--- config.mk ---
export PLATFORM = sky130hd
export DESIGN_NAME = pes_event_select
export DESIGN_NICKNAME = d
export VERILOG_FILES = /design/src/logic/pes_pkg.sv /design/src/logic/pes_event_select.sv
export VERILOG_INCLUDE_DIRS = /design/src /design/src/logic
export SDC_FILE = /design/constraint.sdc
export NUM_CORES = 1
export LEC_CHECK = 0
export BUFFER_PORTS_ARGS = -buffer_cell sky130_fd_sc_hd__buf_2
export CAP_MARGIN = 20
export CORE_MARGIN = 3
export CORE_UTILIZATION = 45
export DETAILED_ROUTE_END_ITERATION = 10
export GPL_ROUTABILITY_DRIVEN = 0
export HOLD_SLACK_MARGIN = 0.12
export PLACE_DENSITY = 0.81
export REMOVE_ABC_BUFFERS = 1
export SYNTH_ARGS = -nofsm -noshare
export SYNTH_HDL_FRONTEND = slang
export SYNTH_SLANG_ARGS = --single-unit
--- constraint.sdc ---
create_clock -name clk -period 4.23 [get_ports clk]
set_clock_uncertainty 0.15 [all_clocks]
set_input_delay 0.2115 -clock clk [delete_from_list [all_inputs] [get_ports clk]]
set_output_delay 0.2115 -clock clk [all_outputs]
set_load 0.005 [all_outputs]
--- src/logic/pes_params.svh ---
// Constants for the performance event selector.
// Assumes inclusion by logic/pes_pkg.sv and logic/pes_event_select.sv.
`ifndef PES_PARAMS_SVH
`define PES_PARAMS_SVH

// ==========================================================
// Widths and reset values
`define PES_CNT_W 32
`define PES_EV_W 6
`define PES_NCTR 2
`define PES_CNT_RST 32'h0000_0000
`define PES_CNT_ONE 32'h0000_0001
`define PES_EV_RST 6'h00

// ==========================================================
// Event numbers
`define PES_EV_STALL_ANY 6'h12
`define PES_EV_SC_FAIL 6'h13
`define PES_EV_EXC 6'h17
`define PES_EV_ALU_STALL 6'h19
`define PES_EV_COP2_PRESENT 6'h1c
`define PES_EV_UDI_PRESENT 6'h1e
`define PES_EV_COP2_XFER 6'h23
`define PES_EV_UNCACHED 6'h28
`define PES_EV_MDU_STALL 6'h29
`define PES_EV_EXT_STALL 6'h2a
`define PES_EV_LOAD_USE 6'h2d
`define PES_EV_INTERLOCK 6'h2e
`define PES_EV_TRIGGER 6'h31

`endif

--- src/logic/pes_pkg.sv ---
// Types shared by the performance event selector.
// Assumes pes_params.svh is on the include path.
`include "pes_params.svh"

package pes_pkg;

    // ==========================================================
    // Per-cycle event conditions from the pipeline
    typedef struct packed {
        logic cop2_xfer;
        logic sc_fail;
        logic exc;
        logic ibrk;
        logic dbrk;
        logic alu_stall;
        logic rf_stall;
        logic uncached;
        logic mdu_stall;
        logic cop2_stall;
        logic udi_stall;
        logic load_use;
        logic interlock;
    } pes_evt_s;

    // ==========================================================
    // Whole block state
    typedef struct packed {
        logic [`PES_NCTR-1:0] en;
        logic [`PES_NCTR-1:0][`PES_EV_W-1:0] ev;
        logic [`PES_NCTR-1:0][`PES_CNT_W-1:0] cnt;
    } pes_state_s;

endpackage

--- src/logic/pes_event_select.sv ---
// Event selection and counting for the core's two performance counters.
// Assumes clk is the core's gated clock and all event inputs are on that clock.
//
// Contract
// - Counter 1 event 35 counts completed coprocessor-two transfers, loads and stores.
// - Counter 1 event 19 counts failed store_conditional instructions.
// - Counter 0 event 23 counts every exception taken.
// - Counter 0 event 49 counts debug instruction-breakpoint matches.
// - Counter 1 event 49 counts debug data-breakpoint matches.
// - Counter 1 event 25 counts cycles the ALU pipeline cannot advance.
// - Counter 0 event 18 counts issue-stall cycles once, whatever the causes.
// - Simultaneous specific stalls increment every counter selecting any of them.
// - Specific stall events include bubbles from replays inside the pipe.
// - Counter 0 event 40 counts uncached fetch, load or store stall cycles.
// - Counter 0 event 41 counts cycles waiting on multiply_divide_unit results.
// - Counter 0 event 42 counts cycles waiting on coprocessor_two return data.
// - Counter 1 event 42 counts cycles waiting on extension-unit return data.
// - Counter 0 event 45 counts load-to-use interlock cycles.
// - Counter 0 event 46 counts sysctl_move_from and hw_register_read wait cycles.
// - Counter 1 event 28 is constant one when coprocessor two exists.
// - Counter 0 event 30 is constant one when the extension unit exists.
// - Counters run on the gated clock and stop while it is stopped.
// - After reset no counter counts until software enables it.
// - Each counter is a 32-bit value software can read and write.
`include "pes_params.svh"

module pes_event_select #(
    parameter bit cop2_present = 1'b1,
    parameter bit udi_present = 1'b0
) (
    input wire logic clk,
    input wire logic reset,
    input wire logic [`PES_NCTR-1:0] ctl_write,
    input wire logic [`PES_NCTR-1:0] ctl_enable_in,
    input wire logic [`PES_NCTR-1:0][`PES_EV_W-1:0] ctl_event_in,
    input wire logic [`PES_NCTR-1:0] cnt_write,
    input wire logic [`PES_NCTR-1:0][`PES_CNT_W-1:0] cnt_wdata,
    input wire logic coprocessor_two_xfer_done,
    input wire logic store_conditional_fail,
    input wire logic exception_taken,
    input wire logic ibrk_match,
    input wire logic dbrk_match,
    input wire logic alu_stall,
    input wire logic register_fetch_stage_stall,
    input wire logic uncached_stall,
    input wire logic multiply_divide_unit_stall,
    input wire logic coprocessor_two_stall,
    input wire logic udi_stall,
    input wire logic load_use_stall,
    input wire logic interlock_stall,
    output logic [`PES_NCTR-1:0] ctl_enable,
    output logic [`PES_NCTR-1:0][`PES_EV_W-1:0] ctl_event,
    output logic [`PES_NCTR-1:0][`PES_CNT_W-1:0] count
);

    // ==========================================================
    // Event decode
    // Used once per counter; the counter index picks the event column.
    function automatic logic evt_hit(
        input logic ctr,
        input logic [`PES_EV_W-1:0] ev,
        input pes_pkg::pes_evt_s e
    );
        logic hit;
        hit = 1'b0;
        if (!ctr) begin
            case (ev)
                `PES_EV_EXC: hit = e.exc;
                `PES_EV_TRIGGER: hit = e.ibrk;
                // Issue stall already includes the ALU stall, so OR keeps it single
                `PES_EV_STALL_ANY: hit = e.rf_stall | e.alu_stall;
                `PES_EV_UNCACHED: hit = e.uncached;
                `PES_EV_MDU_STALL: hit = e.mdu_stall;
                `PES_EV_EXT_STALL: hit = e.cop2_stall;
                `PES_EV_LOAD_USE: hit = e.load_use;
                `PES_EV_INTERLOCK: hit = e.interlock;
                `PES_EV_UDI_PRESENT: hit = udi_present;
                default: hit = 1'b0;
            endcase
        end else begin
            case (ev)
                `PES_EV_COP2_XFER: hit = e.cop2_xfer;
                `PES_EV_SC_FAIL: hit = e.sc_fail;
                `PES_EV_TRIGGER: hit = e.dbrk;
                `PES_EV_ALU_STALL: hit = e.alu_stall;
                `PES_EV_EXT_STALL: hit = e.udi_stall;
                `PES_EV_COP2_PRESENT: hit = cop2_present;
                default: hit = 1'b0;
            endcase
        end
        return hit;
    endfunction

    // ==========================================================
    // State
    pes_pkg::pes_state_s state;
    pes_pkg::pes_state_s next_state;
    pes_pkg::pes_evt_s evt;
    logic [`PES_NCTR-1:0] hit;

    assign evt = '{
        cop2_xfer: coprocessor_two_xfer_done,
        sc_fail: store_conditional_fail,
        exc: exception_taken,
        ibrk: ibrk_match,
        dbrk: dbrk_match,
        alu_stall: alu_stall,
        rf_stall: register_fetch_stage_stall,
        uncached: uncached_stall,
        mdu_stall: multiply_divide_unit_stall,
        cop2_stall: coprocessor_two_stall,
        udi_stall: udi_stall,
        load_use: load_use_stall,
        interlock: interlock_stall
    };

    // Each counter decodes independently, so simultaneous stall sources
    // reach every counter selecting one of them.
    always_comb begin
        next_state = state;
        for (int i = 0; i < `PES_NCTR; i++) begin
            hit[i] = evt_hit(i[0], state.ev[i], evt);
            if (ctl_write[i]) begin
                next_state.en[i] = ctl_enable_in[i];
                next_state.ev[i] = ctl_event_in[i];
            end
            // A software write wins over a same-cycle increment
            if (cnt_write[i]) begin
                next_state.cnt[i] = cnt_wdata[i];
            end else if (state.en[i] && hit[i]) begin
                next_state.cnt[i] = state.cnt[i] + `PES_CNT_ONE;
            end
        end
    end

    // No enable term: with the gated clock stopped nothing advances
    always_ff @(posedge clk or posedge reset) begin
        if (reset) begin
            state.en <= '0;
            state.ev <= {`PES_NCTR{`PES_EV_RST}};
            state.cnt <= {`PES_NCTR{`PES_CNT_RST}};
        end else begin
            state <= next_state;
        end
    end

    assign ctl_enable = state.en;
    assign ctl_event = state.ev;
    assign count = state.cnt;
endmodule

=== Yosys cells after proc, flatten, opt, wreduce, memory -nomap -nowiden ===
Index checks and enable logic that the tools add are counted.

* Flip-flop bits (word level): 78
* Input bits: 97
* Output and inout port bits: 78
* Logic and storage cells: 33

* $add $sub $neg: 2
* Eq/ne operators: 14
* Mux-type cells: 6
* Bitwise gates (word level): 1
* Reduce and logical (&&, ||, !) cells: 4

{| class="wikitable"
|+ Operators with widths
! operator !! count
|-
| $mux W32 || 4
|-
| $add A32 B1 Y32 const B || 2
|-
| $eq A6 B6 Y1 const B || 9
|-
| $eq A6 B5 Y1 const B || 5
|-
| $pmux W1 S8 || 1
|-
| $pmux W1 S6 || 1
|-
| $reduce_bool A2 Y1 || 2
|-
| $logic_and A1 B1 Y1 || 2
|-
| $or A1 B1 Y1 || 1
|}

=== Depth between registers and ports, before layout ===
* Depth after elaboration: 5
* Depth in mapped cells: 8
* Gate-level depth less buffers: 7

=== Worst setup path after synthesis ===
OpenSTA, ideal clock, no wires.

* Kind: register to register
* From: register state (netlist bit ctl_event[3])
* To: register state (netlist bit count[1])
* Setup time: 0.125 ns
* Arrival: 1.986 ns
* Required time: 3.955 ns
* Path slack: 1.969 ns
* Stages on the path, launching flop included: 7
* Path buffers: 0
* Clock period less this slack: 2.261 ns
* Path through: dfrtp_1 > nor4bb_1 > and3_1 > a32oi_2 > a21oi_2 > mux2_1 > mux2_2

* Cells in the longest elaborated chain, start to end: 4
* Elaborated cells on any way between the ends: 11
* Those cells by class: eq/ne: 8; mux: 1; reduce/logical: 2

{| class="wikitable"
|+ Ends and longest elaborated chain
! item !! line !! text
|-
| start, declared || pes_event_select.sv:96 || <nowiki>pes_pkg::pes_state_s state;</nowiki>
|-
| start signal, assigned || pes_event_select.sv:143 || <nowiki>state <= next_state;</nowiki>
|-
| $eq A6 B6 Y1 / $eq A6 B5 Y1 (equally long branches) || pes_event_select.sv:67 || <nowiki>case (ev)</nowiki>
|-
| $pmux W1 S8 (*) || pes_event_select.sv:67 ||
|-
| $logic_and A1 B1 Y1 (*) || pes_event_select.sv:130 || <nowiki>end else if (state.en[i] && hit[i]) begin</nowiki>
|-
| $reduce_bool A2 Y1 (no line) (*) || - ||
|}

Mark *: on every way between the ends. The rest lies on a longest branch, timed or not.
A chain may end at the register's enable or synchronous reset.

=== Worst setup path in the final report ===
Same ends and word-level chain as after synthesis.

==> results by group <==
Flow run
  • MaxCap Viol Count: 0

STA
  • Max Transition Viols Final: 0
  • Max-slew headroom: 31.20%
  • Worst setup margin: 1.542 ns
  • Final-report hold violation count: 0
  • Final setup viols: 0
  • Final period util: 63.54%
  • Tmin final: 2.688 ns
  • Achievable frequency: 372.1 MHz
  • Worst Tran Pin Value: 1.032 ns
  • RSZ-0062 raised after global routing: false
  • TNS Setup: 0 ns

GRT
  • Grt ovf: 0
  • First-pass GRT wire length: 23690 um
  • Initial antenna violation count: 0
  • Largest net degree at the start of global routing: 62
  • Gr usage total: 25.37%
  • Vias in the first global route: 4861

Final layout
  • Area Growth Syn to Fin: 44.01%
  • Final-layout fill cell count: 738
  • Register Area: 1952 sq um
  • Fraction of layout cells with a size suffix above 1: 33.07%
  • Antenna Cells: 0
  • Area used by multi-input combinational logic: 2621 sq um
  • Layout Nets: 847

Die
  • Die area: 11760 sq um
  • Die Wd: 108.5 um
  • Row count: 36
  • I/O Pins: 175
  • Die height: 108.5 um
  • Placeable Area: 10000 sq um
  • Initial Utilization: 47.25%

Drt
  • DR pass1 iterations: 5
  • Initial DRC count: 210
  • Drt total wl: 14750 um
  • Routed length per instance: 16.64 um
  • Post-DR vias/cell: 5.517
  • Metal-1 WL: 5664 um
  • Post-route DRC: 0
  • Routed length on met2: 7558 um
  • Met3 wire len: 1144 um
  • Top sig layer: met4
  • Post-route ant nets: 0
  • DR vias: 4888

Setup path
  • Critical Path Start Type: flop
  • R2R Path End: count[1]
  • R2R depth: 6
  • CP endpoint kind: flop
  • Critical path peak fanout: 25
  • Kind of critical path: flop to flop
  • Required time worst endpoint: 4.33 ns
  • Reg2reg start: ctl_event[3]
  • Worst reg2reg setup slack: 1.54 ns
  • Worst EP arrival: 2.79 ns

CTS
  • CTS Buf Count: 9
  • H-Tree Depth: 3
  • Sinks on Clock Net: 78
  • Clock-pin slew on the worst setup and hold paths: 0.08 ns
  • Clock Path Buffers: 2
  • CTS tree: yes
  • Setup Buffers After CTS: 0
  • Clock Latency Late Sink: 0.36 ns
  • Clock root buffer: clkbuf_8

Run status
  • Status: finished, final reports clean

Pwr
  • P_leak: 2.868 nW
  • Peak supply drop: 0.0001770 V
  • Power per cell area: 276.6 nW/um^2

Yosys
  • Synth Register Bits: 78
  • Synth warnings: 0
  • Syn Inst Count: 488
  • Mean Syn Cell Area: 9.681 sq um
  • Async SR Flop Fraction: 100.0%
  • Mapped Area: 4725 sq um
  • Top_reg_cell synth: dfrtp_1
  • Post-synth EDFFs: 0
  • Post-synthesis sequential area ratio: 41.31%
  • Synth unique cells: 61

Worst hold path
  • Hold-critical path depth: 3
  • Worst hold path class: input pin to flop
  • Hold EP: count[36]
  • Hold Path Origin: cnt_write[1]

Placement
  • I/O Buffers: 174
  • DPL Wire Length: 9325 um
  • Dpl ws: 1.566 ns
## power by group
| part | switching [mW] | total, mW | internal [mW] |
|---|---|---|---|
| Sequential | 0.104 | 0.921 | 0.817 |
| Clock | 0.267 | 0.497 | 0.230 |
| Combinational | 0.213 | 0.464 | 0.251 |
| Total | 0.584 | 1.88 | 1.30 |
## Yosys cell counts (2+ instances only)
cell / number / share of area, %
nand4_2: 2 / 0.53
nand4_1: 15 / 2.0
nor2b_1: 6 / 0.79
nor4_1: 19 / 2.5
nor3_1: 9 / 0.95
and3_1: 4 / 0.53
or3_1: 4 / 0.53
nand2_1: 64 / 5.1
o21ai_0: 35 / 3.7
nor4b_1: 3 / 0.56
clkbuf_1: 21 / 1.7
nand3_1: 23 / 2.4
and2_1: 2 / 0.26
inv_1: 13 / 1.0
mux2i_1: 6 / 1.3
mux2_2: 31 / 7.4
nand2b_1: 4 / 0.53
o21a_1: 3 / 0.48
a21oi_1: 6 / 0.64
ha_1: 2 / 0.53
nor3b_1: 3 / 0.48
xor2_1: 15 / 2.8
a2111oi_4: 3 / 1.7
a31oi_1: 5 / 0.66
o21ai_1: 7 / 0.74
nor2_1: 15 / 1.2
a211oi_1: 9 / 1.4
or2_2: 3 / 0.40
a2111oi_2: 7 / 2.2
nand3b_1: 3 / 0.48
nor4bb_1: 2 / 0.42
dfrtp_1: 78 / 41
a22oi_1: 3 / 0.48
xnor2_1: 36 / 6.7
## kinds of logic after synthesis
kind of cell,after synthesis,share of synthesized area (%)
XOR/XNOR,51,9.454
AND/OR/NAND/NOR,188,21.21
buffers and inverters,38,3.284
AO/OA/AOI/OAI,93,15.31
multiplexers,38,8.898
flip-flops,78,41.31
adder cells (fa/ha/maj),2,0.5296
## worst max path at each step
stage            startpoint  endpoint  slack [ns]  depth (start not counted)
4_1_cts        ctl_event[3]  count[1]        1.54                          6
2_1_floorplan  ctl_event[1]  count[1]        1.31                          6
5_1_grt        ctl_event[5]  count[1]        1.43                          6
6_report       ctl_event[3]  count[1]        1.54                          6
3_5_place_dp   ctl_event[3]  count[1]        1.57                          6
3_3_place_gp   ctl_event[1]  count[1]        1.73                          6
## per-stage QoR
step	hold slack (ns)	power, mW	instance area (sq um)	instances	util (%)
floorplan	0.1522	1.109	4622	464	-
global placement	0.1852	1.291	5702	776	57.02
detailed placement	0.1941	1.308	5702	776	57.02
CTS	0.2192	1.881	6804	886	68.04
global route	0.2603	1.985	6804	886	68.04
finish	0.2461	1.882	6804	886	68.04
## cell type report
| class | instances | area share [%] |
|---|---|---|
| Multi-Input combinational cell | 372 | 38.53 |
| Timing Repair Buffer | 273 | 27.18 |
| Tap cell | 133 | 2.446 |
| Inverter | 14 | 0.7907 |
| Clock buffer | 15 | 2.299 |
| Sequential cell | 78 | 28.69 |
| Clock inverter | 1 | 0.07356 |
## routing by layer
| layer | GRT usage (%) | vias up |
|---|---|---|
| li1 | - | 2293 |
| met1 | 29.09 | 2330 |
| met2 | 44.57 | 226 |
| met3 | 6.388 | 39 |
| met4 | 11.09 | 0 |
| met5 | 0 | - |
## registers in the layout, summed over array words and instances, names as in the netlist
signal,count
ctl_event,12
ctl_enable,2
count,64
## placed cells by master, fill, tap and decap left out, types with 6 or more instances in the layout
| cell | n |
|---|---|
| nor2b_1 | 6 |
| a2111oi_2 | 7 |
| dfrtp_1 | 78 |
| nor4_1 | 19 |
| dlygate4sd3_1 | 94 |
| a211oi_1 | 9 |
| xor2_1 | 15 |
| clkbuf_8 | 10 |
| buf_2 | 174 |
| nand4_1 | 15 |
| nor2_1 | 15 |
| nor3_1 | 9 |
| inv_1 | 12 |
| xnor2_1 | 36 |
| o21ai_1 | 7 |
| o21ai_0 | 35 |
| nand3_1 | 23 |
| mux2_2 | 31 |
| nand2_1 | 64 |
| mux2i_1 | 6 |
## critical path: stages, from the launching register on
cell and delay [ns]:
dfrtp_1 0.43, nor4bb_1 0.42, o211ai_1 0.15, o211a_2 0.36, a21oi_2 0.46, mux2_1 0.36, mux2_2 0.25
## what timing repair did
| item | in CTS | in global routing |
|---|---|---|
| resized for setup | 0 | 0 |
| setup endpoints to repair | 0 | 0 |
| hold buffers | 94 | 0 |
| hold endpoints to repair | 117 | 0 |
Note: power is estimated with default switching activity, not from simulation.
